`src/rws_defs.vh`:
```
`ifndef RWS_DEFS_VH
`define RWS_DEFS_VH
// ****************************************
// Register map (byte offsets)
// ****************************************
`define RWS_ADDR_CTRL 12'h000
`define RWS_ADDR_STAT 12'h004
`define RWS_ADDR_CFG 12'h008
`define RWS_ADDR_WAKE 12'h00C
`define RWS_ADDR_PC 12'h010
// ****************************************
// Control fields
// ****************************************
`define RWS_CTRL_SWDT 0
`define RWS_CTRL_SLEEP 1
`define RWS_CTRL_CLRWDT 2
`define RWS_CTRL_PROG 3
// ****************************************
// Status fields (cause bits)
// ****************************************
`define RWS_ST_POR 0
`define RWS_ST_BOR 1
`define RWS_ST_MASTER_CLEAR_PIN 2
`define RWS_ST_MASTER_CLEAR_PIN_SLP 3
`define RWS_ST_WDT 4
`define RWS_ST_WDT_WAKE 5
`define RWS_ST_INT_WAKE 6
`define RWS_ST_ASLEEP 7
`define RWS_ST_INRESET 8
// ****************************************
// Configuration word (bits are 0 when programmed)
// ****************************************
`define RWS_CFG_LOC 14'h2007
`define RWS_CFG_RESET 14'h3FFF
`define RWS_CFG_OSC_LO 0
`define RWS_CFG_OSC_HI 2
`define RWS_CFG_WDTE 3
`define RWS_CFG_PWRTE 4
`define RWS_CFG_BORV_LO 5
`define RWS_CFG_BORV_HI 6
`define RWS_CFG_CP 7
// ****************************************
// Vectors and timing
// ****************************************
`define RWS_INT_VECTOR 13'h0004
`define RWS_CLK_MHZ 125
`define RWS_POWER_UP_DELAY_TIMER_MS 72
`define RWS_POWER_UP_DELAY_TIMER_CYC (`RWS_POWER_UP_DELAY_TIMER_MS * 1000 * `RWS_CLK_MHZ)
`define RWS_OST_CYC 1024
`define RWS_MASTER_CLEAR_PIN_FILT_CYC 16
`define RWS_WDT_CYC 2304
`endif

```
`src/rws_sequencer.v`:
```
// Chosen here: the register offsets and the APB slave port.
`timescale 1ns/10ps
`default_nettype none
`include "rws_defs.vh"

module rws_sequencer #(
  parameter POWER_UP_DELAY_TIMER_CYC = `RWS_POWER_UP_DELAY_TIMER_CYC
)
(
  // Clock and reset
  input wire pclk,
  input wire presetn,
  // APB slave
  input wire psel,
  input wire penable,
  input wire pwrite,
  input wire [11:0] paddr,
  input wire [31:0] pwdata,
  output reg [31:0] prdata,
  output reg pready,
  output reg pslverr,
  // Reset sources
  input wire por_event,
  input wire supply_drop_reset,
  input wire master_clear_pin_n,
  input wire wdt_rc_tick,
  input wire osc_ready,
  // Core side
  input wire irq_pending,
  input wire global_interrupt_enable,
  input wire [12:0] core_pc,
  output reg core_reset,
  output reg core_wake,
  output reg [12:0] wake_pc,
  output reg retained_clear,
  // Switch-mode controller side
  output reg switch_mode_output_controller_reset,
  output reg switch_mode_output_controller_gate,
  output reg [1:0] smc_out_oe_n,
  input wire [1:0] smc_out_raw,
  output reg [1:0] smc_out
);

// ****************************************
// State codes
// ****************************************
localparam ST_RESET = 2'd0;
localparam ST_RUN = 2'd1;
localparam ST_SLEEP = 2'd2;

// ****************************************
// Storage
// ****************************************
reg [1:0] state; // Run/sleep/reset
reg [13:0] cfg_word; // Configuration word, active low bits
reg sw_wdt_en; // Software watchdog enable
reg prog_mode; // Programming mode window
reg [8:0] cause; // Sticky cause bits
reg [31:0] power_up_delay_timer_cnt; // Power-up delay count
reg power_up_delay_timer_done;
reg [10:0] ost_cnt; // Oscillator settle count
reg ost_done;
reg [4:0] master_clear_pin_cnt; // Filter count of low samples
reg master_clear_pin_rst; // Filtered master clear
reg [11:0] wdt_cnt; // Watchdog count in RC ticks
reg power_up; // Power-up class reset in progress
wire por_any = por_event | supply_drop_reset;
wire wdt_on = ~cfg_word[`RWS_CFG_WDTE] | sw_wdt_en;
wire power_up_delay_timer_use = ~cfg_word[`RWS_CFG_PWRTE];
wire wdt_to = wdt_on & (wdt_cnt == `RWS_WDT_CYC);
wire acc = psel & penable & pready;
wire wr = acc & pwrite;
wire clr_wdt = wr & (paddr == `RWS_ADDR_CTRL) & pwdata[`RWS_CTRL_CLRWDT];

// ****************************************
// Master clear noise filter
// ****************************************
// Low must persist for a run of samples; a short glitch is dropped
always @(posedge pclk or negedge presetn)
begin
  if (!presetn)
  begin
    master_clear_pin_cnt <= 5'd0;
    master_clear_pin_rst <= 1'b0;
  end
  else if (master_clear_pin_n)
  begin
    master_clear_pin_cnt <= 5'd0;
    master_clear_pin_rst <= 1'b0;
  end
  else if (master_clear_pin_cnt == `RWS_MASTER_CLEAR_PIN_FILT_CYC)
    master_clear_pin_rst <= 1'b1;
  else
    master_clear_pin_cnt <= master_clear_pin_cnt + 5'd1;
end

// ****************************************
// Watchdog counter on RC ticks
// ****************************************
// Counts only the RC tick so the main clock rate never shifts the timeout
always @(posedge pclk or negedge presetn)
begin
  if (!presetn)
    wdt_cnt <= 12'h000;
  else if (!wdt_on || clr_wdt || wdt_to || core_reset)
    wdt_cnt <= 12'h000;
  else if (wdt_rc_tick)
    wdt_cnt <= wdt_cnt + 12'h001;
end

// ****************************************
// Start-up timers
// ****************************************
// Power-up delay only after power class resets; settle timer after any
always @(posedge pclk or negedge presetn)
begin
  if (!presetn)
  begin
    power_up_delay_timer_cnt <= 32'h0000_0000;
    power_up_delay_timer_done <= 1'b0;
    ost_cnt <= 11'h000;
    ost_done <= 1'b0;
    power_up <= 1'b1;
  end
  else if (por_any || master_clear_pin_rst || (wdt_to && state == ST_RUN))
  begin
    power_up_delay_timer_cnt <= 32'h0000_0000;
    power_up_delay_timer_done <= 1'b0;
    ost_cnt <= 11'h000;
    ost_done <= 1'b0;
    if (por_any)
      power_up <= 1'b1;
  end
  else
  begin
    if (!power_up_delay_timer_use || !power_up || power_up_delay_timer_cnt == POWER_UP_DELAY_TIMER_CYC)
      power_up_delay_timer_done <= 1'b1;
    else
      power_up_delay_timer_cnt <= power_up_delay_timer_cnt + 32'h0000_0001;
    if (osc_ready && ost_cnt == `RWS_OST_CYC)
      ost_done <= 1'b1;
    else if (osc_ready)
      ost_cnt <= ost_cnt + 11'h001;
    if (power_up_delay_timer_done && ost_done)
      power_up <= 1'b0;
  end
end

// ****************************************
// Sequencer, causes and outputs
// ****************************************
always @(posedge pclk or negedge presetn)
begin
  if (!presetn)
  begin
    state <= ST_RESET;
    cause <= 9'h001;
    core_reset <= 1'b1;
    core_wake <= 1'b0;
    wake_pc <= 13'h0000;
    retained_clear <= 1'b1;
    switch_mode_output_controller_reset <= 1'b1;
    switch_mode_output_controller_gate <= 1'b1;
    sw_wdt_en <= 1'b0;
  end
  else
  begin
    core_wake <= 1'b0;
    retained_clear <= 1'b0;
    case (state)
      ST_RESET:
      begin
        if (!por_any && !master_clear_pin_rst && power_up_delay_timer_done && ost_done)
        begin
          state <= ST_RUN;
          core_reset <= 1'b0;
          switch_mode_output_controller_reset <= 1'b0;
          switch_mode_output_controller_gate <= 1'b0;
        end
      end
      ST_RUN:
      begin
        if (wr && paddr == `RWS_ADDR_CTRL && pwdata[`RWS_CTRL_SLEEP])
        begin
          state <= ST_SLEEP;
          switch_mode_output_controller_gate <= 1'b1;
          cause[`RWS_ST_ASLEEP] <= 1'b1;
        end
      end
      ST_SLEEP:
      begin
        if (wdt_to || (irq_pending && !master_clear_pin_rst && !por_any))
        begin
          state <= ST_RUN;
          core_wake <= 1'b1;
          switch_mode_output_controller_gate <= 1'b0;
          cause <= {1'b0, 1'b0, ~wdt_to, wdt_to, 5'h00};
          if (!wdt_to && global_interrupt_enable)
            wake_pc <= `RWS_INT_VECTOR;
          else
            wake_pc <= core_pc + 13'h0001;
        end
      end
      default:
        state <= ST_RESET;
    endcase
    // Reset sources override, power class takes precedence
    if (por_any || master_clear_pin_rst || (wdt_to && state == ST_RUN))
    begin
      state <= ST_RESET;
      core_reset <= 1'b1;
      // A reset that lands with a wake event wins; the core never sees both
      core_wake <= 1'b0;
      sw_wdt_en <= 1'b0;
      switch_mode_output_controller_reset <= 1'b1;
      switch_mode_output_controller_gate <= 1'b1;
      retained_clear <= por_any;
      if (por_event)
        cause <= 9'h101;
      else if (supply_drop_reset)
        cause <= 9'h102;
      else if (master_clear_pin_rst)
        cause <= (state == ST_SLEEP) ? 9'h108 : 9'h104;
      else
        cause <= 9'h110;
    end
    else
    begin
      cause[`RWS_ST_INRESET] <= (state == ST_RESET);
      if (wr && paddr == `RWS_ADDR_CTRL)
        sw_wdt_en <= pwdata[`RWS_CTRL_SWDT];
    end
  end
end

// ****************************************
// Switch-mode pins
// ****************************************
// Pins float (inputs) while in reset; outputs forced inactive in sleep
always @(posedge pclk or negedge presetn)
begin
  if (!presetn)
  begin
    smc_out <= 2'b00;
    smc_out_oe_n <= 2'b11;
  end
  else
  begin
    smc_out <= switch_mode_output_controller_gate ? 2'b00 : smc_out_raw;
    smc_out_oe_n <= {2{switch_mode_output_controller_reset}};
  end
end

// ****************************************
// APB slave, zero wait states
// ****************************************
// Config word held in programming mode only; only presetn resets it, so straps persist across the other reset sources
always @(posedge pclk or negedge presetn)
begin
  if (!presetn)
  begin
    prdata <= 32'h0000_0000;
    pready <= 1'b0;
    pslverr <= 1'b0;
    prog_mode <= 1'b0;
    cfg_word <= `RWS_CFG_RESET;
  end
  else
  begin
    pready <= psel & ~penable;
    pslverr <= 1'b0;
    if (psel && !penable)
    begin
      prdata <= 32'h0000_0000;
      case (paddr)
        `RWS_ADDR_CTRL:
          prdata <= {28'h000_0000, prog_mode, 1'b0, state == ST_SLEEP, sw_wdt_en};
        `RWS_ADDR_STAT:
          prdata <= {23'h00_0000, cause};
        `RWS_ADDR_CFG:
          if (prog_mode)
            prdata <= {18'h0_0000, cfg_word};
          else
            pslverr <= 1'b1;
        `RWS_ADDR_WAKE:
          prdata <= {19'h0_0000, wake_pc};
        `RWS_ADDR_PC:
          prdata <= {18'h0_0000, `RWS_CFG_LOC};
        default:
          pslverr <= 1'b1;
      endcase
      if (pwrite && paddr == `RWS_ADDR_CFG && !prog_mode)
        pslverr <= 1'b1;
    end
    if (wr && paddr == `RWS_ADDR_CTRL)
      prog_mode <= pwdata[`RWS_CTRL_PROG] & core_reset;
    if (wr && paddr == `RWS_ADDR_CFG && prog_mode)
      cfg_word <= cfg_word & pwdata[13:0];
  end
end

endmodule
`default_nettype wire

```
`config.mk`:
```
export PLATFORM = sky130hd
export DESIGN_NAME = rws_sequencer
export DESIGN_NICKNAME = d
export VERILOG_FILES = /design/src/rws_sequencer.v
export VERILOG_INCLUDE_DIRS = /design/src /design/src/src
export SDC_FILE = /design/constraint.sdc
export NUM_CORES = 1
export LEC_CHECK = 0
export ABC_AREA = 0
export BUFFER_PORTS_ARGS = -buffer_cell sky130_fd_sc_hd__clkbuf_2
export CORE_ASPECT_RATIO = 1.75
export CORE_MARGIN = 3
export CORE_UTILIZATION = 28
export CTS_BUF_LIST = sky130_fd_sc_hd__clkbuf_8 sky130_fd_sc_hd__clkbuf_16
export DETAILED_ROUTE_END_ITERATION = 8
export PLACE_DENSITY_LB_ADDON = 0.3
export SYNTH_ARGS = -nofsm -noshare
export SYNTH_HDL_FRONTEND = slang
export SYNTH_SLANG_ARGS = --single-unit
```
`constraint.sdc`:
```
create_clock -name pclk -period 5 [get_ports pclk]
set_input_delay 0.25 -clock pclk [delete_from_list [all_inputs] [get_ports pclk]]
set_output_delay 0.25 -clock pclk [all_outputs]
set_load 0.01 [all_outputs]
```
==> results of run 1 <==
==> cell type report <==
class,count,area share
tap,296,0.0486
inverter,27,0.0133
sequential,127,0.420
clock inverter,13,0.0213
antenna,2,0.000657
multi-input combinational,467,0.375
timing repair buffer,92,0.0614
clock buffer,19,0.0594
==> sequential cells by signal, summed over array words and instances, names as in the netlist, 5 cells and up <==
| name | flops |
|---|---|
| cause | 9 |
| ost_cnt | 11 |
| master_clear_pin_cnt | 5 |
| power_up_delay_timer_cnt | 32 |
| wdt_cnt | 12 |
| prdata | 14 |
| cfg_word | 14 |
| wake_pc | 13 |
==> power by group through the flow <==
stage | Clock [W] | Sequential [W] | Combinational [W]
CTS | 0.00131 | 0.00104 | 0.000113
finish | 0.00128 | 0.00104 | 0.000109
global placement | 0 | 0.00106 | 0.000112
detailed placement | 0 | 0.00106 | 0.000112
floorplan | 0 | 0.00106 | 0.0000580
global route | 0.00136 | 0.00104 | 0.000125
==> layout by cell type (no fill, tap or decap), drive strengths merged, types with 20 or more instances in the layout <==
cell type	count
clkbuf	108
dfrtp	107
dfstp	20
inv	30
nand2	64
nand3	24
nor2	71
o21ai	41
xnor2	35
xor2	25
==> routing by layer <==
metal / global-route usage / wire (um) / vias to the layer above
li1: - / - / 2386
met1: 0.154 / 6390 / 2379
met2: 0.244 / 8590 / 104
met3: 0.0248 / 424 / 17
met4: 0.0594 / 347 / 0
met5: 0 / 0 / -
==> metrics by stage <==
stage	worst slack, ns	hold WS [ns]
floorplan	2.84	-0.0456
global placement	1.87	0.416
detailed placement	1.88	0.415
CTS	1.86	0.0338
global route	1.65	0.0451
finish	1.91	0.0371
==> how the worst min path moves through the flow <==
stage                                                          from                                        to  slack (ns)  depth (start not counted)
floorplan                                                   presetn                      cause[1]$_DFFE_PN0P_       -0.05                          0
global placement    switch_mode_output_controller_reset$_DFFE_PN1P_                 smc_out_oe_n[0]$_DFF_PN1_        0.42                          0
detailed placement  switch_mode_output_controller_reset$_DFFE_PN1P_                 smc_out_oe_n[0]$_DFF_PN1_        0.42                          0
CTS                                                       pwdata[4]                   cfg_word[4]$_DFFE_PN1P_        0.03                          2
global route                                         smc_out_raw[1]                      smc_out[1]$_DFF_PN0_        0.05                          2
finish                                                      presetn  power_up_delay_timer_cnt[15]$_DFFE_PN0P_        0.04                          1
==> cell families (layout without fill, tap and decap cells) <==
logic type / after synthesis / in the layout
AOI/OAI and AO/OA: 103 / 103
xor gates and xnor gates: 60 / 60
adders and majority gates: 9 / 9
buffers and inverters: 71 / 151
DFF: 127 / 127
muxes: 14 / 14
other: 1 / 20
and+or+nand+nor: 263 / 263
==> Yosys cell counts (2+ instances only) <==
cell type  count  share of area
and2_1         4         0.0039
o211ai_1       3         0.0035
and4b_1        2         0.0032
and3_1        10         0.0099
a21o_1         2         0.0024
a222oi_1       2         0.0032
buf_2          7         0.0055
nor4_1        16          0.016
mux2i_1        7          0.011
mux2_2         7          0.012
dfrtp_1      107           0.42
a22oi_1        7         0.0083
xor2_1        25          0.034
nand3_1       23          0.018
nand2_1       64          0.038
buf_4         21          0.025
inv_1         27          0.016
a32oi_1        4         0.0055
nand2b_1       4         0.0039
dfstp_2       20          0.083
o21ai_1       12         0.0095
nand4_1       17          0.017
xnor2_1       35          0.048
nor4_4         2         0.0067
nor2_1        71          0.042
nor2b_1        7         0.0069
o21a_1        17          0.020
o21ai_0       28          0.022
nor3_1        17          0.013
or4_1          2         0.0024
or3_1          7         0.0069
nor4b_1        3         0.0041
and4_1         5         0.0069
ha_1           9          0.018
clkbuf_1      15         0.0089
or4_4          2         0.0035
a21oi_1       15          0.012
==> run_results.csv, run 1 <==
group,metric,value,unit
yosys,yosys.area_share.xor_xnor,0.0827,
yosys,yosysSeqAreaShare,0.504,
clocking,cts_max_path_buffers,2,
floorplanning,num_rows,72,
route,antenna_left,0,
setup_path,crit_chain,"inv_1 -> ha_1 -> or4b_1 -> nor4_4 -> o21ai_2 -> o21bai_1 -> a2bb2oi_1",
sta,relSlewSlack,0.284,
pwr,p_int,0.00188,W
placement,gp_congestion,0.787,
setup_path,timing.rr.end,"wake_pc[2]$_DFFE_PN0P_",
route,via_per_inst,4.68,
clocking,holdBufCountCts,0,
setup_path,crit_buf_inv,1,
pwr,p_sw,0.000550,W
sta,fin_setup_tns,0,ns
yosys,netlist_area,6350,um^2
sta,fmax,0.323,GHz
yosys,muxShareOfSynthArea,0.0234,
route,vias,4886,
yosys,synth-edff-count,0,
floorplanning,io_pins,127,
setup_path,start_kind,"register",
sta,fin_crit_sh,0.619,
pwr,p_comb_frac,0.045,
clocking,cts_tree,"yes",
setup_path,cp-endpoint,"wake_pc[2]$_DFFE_PN0P_",
clocking,cts.sinks,127,
setup_path,critPathArrivalTime,3.36,ns
yosys,synth_compound_area_frac,0.104,
clocking,cts-root-buf,"clkbuf_16",
setup_path,crit_cells,7,
yosys,syn_area_per_cell,9.80,um^2
global_routing,grt_antenna_before_repair,2,
floorplanning,die-area,24600,um^2
setup_path,required,5.27,ns
final_layout,fin_area,7620,um^2
setup_path,critPathTopFamily,"simple AND/OR/NAND/NOR gates",
placement,portBuffers,90,
setup_path,cp_max_fo,16,
route,drt_iter0_drc,188,
setup_path,crit_path_start,"wdt_cnt[0]$_DFFE_PN0P_",
final_layout,multi_input_area,2860,um^2
final_layout,utilization,0.342,
pwr,clkPwrFrac,0.528,
floorplanning,core,22300,um^2
final_layout,fin_nets,812,
pwr,pwr_density_cell,319,nW/um^2
setup_path,path_class,"register to register",
placement,placed_cells,1009,
route,totalWireLength,15800,um
final_layout,syn2layout_area_growth,20.0,%
yosys,ys_seq_elements,127,
pwr,fin_total_pwr,0.00243,W
yosys,synth_cell_types,59,
placement,dp_hpwl,11600,um
yosys,synth_top_flop_cell,"dfrtp_1",
sta,worstMarginPinSlew,1.07,ns
clocking,clkTransAtPathRegs,0.06,ns
global_routing,grt_start_max_net_pins,84,
worst_hold_path,hold_path.class,"input pin to async pin",
run,cap_violations,0,
global_routing,grt_overflow,0,
outcome,status,"finished clean",
global_routing,grt_pass1_vias,5029,
final_layout,stdcell_count,1043,
pwr,p_seq_frac,0.428,
setup_path,reg2reg_slack,1.91,ns
sta,hold_viol,0,
pwr,power_leakage,3.27,nW
final_layout,drive_above_1_share,0.211,
global_routing,grt_usage,0.135,
sta,setup_viol,0,
sta,period_needed,3.09,ns
clocking,htree_levels,4,
yosys,ys_async_sr_fraction,1.00,
clocking,post_cts_resized,0,
yosys,yosys_warnings,0,
yosys,synth_cells,648,
yosys,yosys.area_share.simple,0.211,
placement,placed_area,7000,um^2
yosys,synth_top_family_by_area,"simple AND/OR/NAND/NOR gates",
clocking,clk_latency,0.42,ns
route,wire_per_inst,15.1,um
floorplanning,initial_core_util,0.285,
pwr,peakVddDrop,210,uV
setup_path,cpPeakStageDelay,0.72,ns
floorplanning,die_x,120,um
pwr,power_switching_share,0.226,
setup_path,r2r_start,"wdt_cnt[0]$_DFFE_PN0P_",
route,drc,0,
final_layout,regArea,3200,um^2
setup_path,r2r_cells,7,
setup_path,cp_slowest_cell,"nor4_4",
setup_path,cp-end-kind,"register",
sta,slew_viol_final,0,
floorplanning,die-height,205,um
sta,rsz0062_at_grt,"no",
yosys,synthAdderAreaFrac,0.0177,
clocking,post_cts_buffers,0,
route,dr.pass1.iters,5,
sta,fin_worst_skew,0.00960,ns
final_layout,fill_cells,2286,
clocking,cts_inserted_buffers,17,
global_routing,grt_pass1_wl,25900,um
(Power assumes the default switching activity.)
==> run 2: changes to the inputs <==
==> constraint.sdc (replaced) <==
create_clock -name pclk -period 2.65 [get_ports pclk]
set_input_delay 0.1325 -clock pclk [delete_from_list [all_inputs] [get_ports pclk]]
set_output_delay 0.1325 -clock pclk [all_outputs]
set_load 0.01 [all_outputs]
==> run 2 against run 1 <==
Critical path depth is 1 higher. Register-to-register slack worse by 1.6 ns. Highest routed layer unchanged. Worst setup slack worse by 1.6 ns. Via count is 2.4% higher. Sequential cell count stayed put. First-iteration DRC count is 14% higher. Cell count is 3.4% higher. Sequential power is 88% higher.
==> run_results.csv, run 2 (synthesis gave the netlist of run 1 again) <==
group,metric,value,unit
route,top_layer_used,"met4",
setup_path,cp_max_fo,13,
clocking,post_cts_resized,0,
floorplanning,num_rows,72,
route,drt_iter0_drc,215,
clocking,clkTransAtPathRegs,0.06,ns
global_routing,grt_antenna_before_repair,0,
route,antenna_left,0,
final_layout,antenna_cells,0,
route,totalWireLength,16200,um
final_layout,utilization,0.357,
route,drc,0,
final_layout,final_cell_mix,"dfrtp_1, clkbuf_2, nor2_1",
final_layout,fin_area,7950,um^2
sta,fmax,0.418,GHz
floorplanning,die-height,205,um
final_layout,multi_input_area,2860,um^2
global_routing,grt_pass1_wl,26600,um
route,wire_per_inst,15.0,um
global_routing,grt_overflow,0,
setup_path,path_class,"register to register",
run,cap_violations,0,
floorplanning,die-area,24600,um^2
global_routing,grt_usage,0.137,
route,vias,5001,
sta,slew_viol_final,0,
worst_hold_path,hold_path.class,"input pin to register",
global_routing,grt_start_max_net_pins,57,
route,via_per_inst,4.64,
clocking,clk_latency,0.42,ns
final_layout,top_regs,"power_up_delay_timer_cnt (32), cfg_word (14), prdata (14)",
floorplanning,die_x,120,um
pwr,peakVddDrop,404,uV
placement,placed_area,7140,um^2
clocking,cts_max_path_buffers,2,
sta,hold_viol,0,
sta,worstMarginPinSlew,0.865,ns
placement,gp_congestion,0.834,
route,met2WireLength,8890,um
sta,setup_viol,0,
route,wl_met1,6510,um
final_layout,largest_reg_flops,32,
clocking,cts.sinks,127,
sta,fin_crit_sh,0.902,
final_layout,regMostFlops,"power_up_delay_timer_cnt",
route,wl_met3,382,um
setup_path,required,2.95,ns
setup_path,critPathArrivalTime,2.69,ns
clocking,holdBufCountCts,22,
sta,relSlewSlack,0.422,
clocking,cts-root-buf,"clkbuf_16",
final_layout,final_common_cell,"dfrtp_1",
final_layout,fill_cells,2296,
global_routing,grt_pass1_vias,5079,
clocking,cts_inserted_buffers,17,
pwr,power_leakage,3.44,nW
final_layout,syn2layout_area_growth,25.1,%
setup_path,cp-end-kind,"register",
sta,rsz0062_at_grt,"no",
outcome,status,"finished clean",
final_layout,drive_above_1_share,0.217,
route,dr.pass1.iters,5,
floorplanning,initial_core_util,0.285,
clocking,post_cts_buffers,0,
pwr,fin_total_pwr,0.00454,W
sta,fin_setup_tns,0,ns
floorplanning,core,22300,um^2
pwr,pwr_density_cell,572,nW/um^2
floorplanning,io_pins,127,
sta,fin_worst_skew,0.0101,ns
clocking,cts_tree,"yes",
sta,period_needed,2.39,ns
setup_path,start_kind,"register",
final_layout,fin_nets,849,
final_layout,regArea,3200,um^2
placement,dp_hpwl,11800,um
placement,portBuffers,90,
clocking,htree_levels,4,
-- run 2: changes by cell type in the layout (fill, tap and decap cells not counted), sizes merged --
cell	change
clkbuf	-1
diode	-2
dlygate4sd3	+22
buf	+15
clkinv	-1
clkinvlp	+2
-- run 2: layout make-up --
| cell class | count | area share |
|---|---|---|
| flip-flops and latches | 127 | 0.403 |
| multi-input cells | 467 | 0.359 |
| repair buffers | 129 | 0.104 |
| clock buffers | 18 | 0.0553 |
| well taps | 296 | 0.0466 |
| clock inverters | 14 | 0.0190 |
| inverters | 27 | 0.0128 |
-- run 2: metrics by stage --
step	hold slack [ns]	setup slack (ns)	std cells
after global routing	0.0277	0.0466	1078
final	0.0275	0.259	1078
after global placement	0.170	0.242	1024
after detailed placement	0.171	0.260	1024
after floorplan	-0.163	0.487	665
after CTS	0.0119	0.240	1078
-- run 2: per-layer routing --
metal / GRT usage / vias to the layer above
li1: - / 2461
met5: 0 / -
met1: 0.154 / 2413
met2: 0.253 / 99
met4: 0.0586 / 0
met3: 0.0226 / 28
-- run 2: worst paths after layout --
path	from	to	depth (start not counted)	slack [ns]
max reg2reg	wdt_cnt[0]$_DFFE_PN0P_	wake_pc[2]$_DFFE_PN0P_	8	0.26
min in group asynchronous	presetn	smc_out[1]$_DFF_PN0_	2	0.29
max	wdt_cnt[0]$_DFFE_PN0P_	wake_pc[2]$_DFFE_PN0P_	8	0.26
min reg2reg	switch_mode_output_controller_reset$_DFFE_PN1P_	smc_out_oe_n[0]$_DFF_PN1_	0	0.41
max in group asynchronous	presetn	power_up$_DFFE_PN1P_	3	1.62
min	core_pc[11]	wake_pc[11]$_DFFE_PN0P_	3	0.03
-- run 2: power breakdown --
group	internal, W	switching (W)
logic	0.0000952	0.000147
clock network	0.00148	0.000855
registers	0.00195	0.00000894
-- run 2: worst max-delay path, stage by stage (launching register included) --
cell,delay [ns]
dfrtp_1,0.43
inv_1,0.08
ha_1,0.14
or4b_1,0.48
nor4_4,0.22
buf_4,0.22
o21ai_2,0.08
o21bai_1,0.38
a2bb2oi_1,0.23
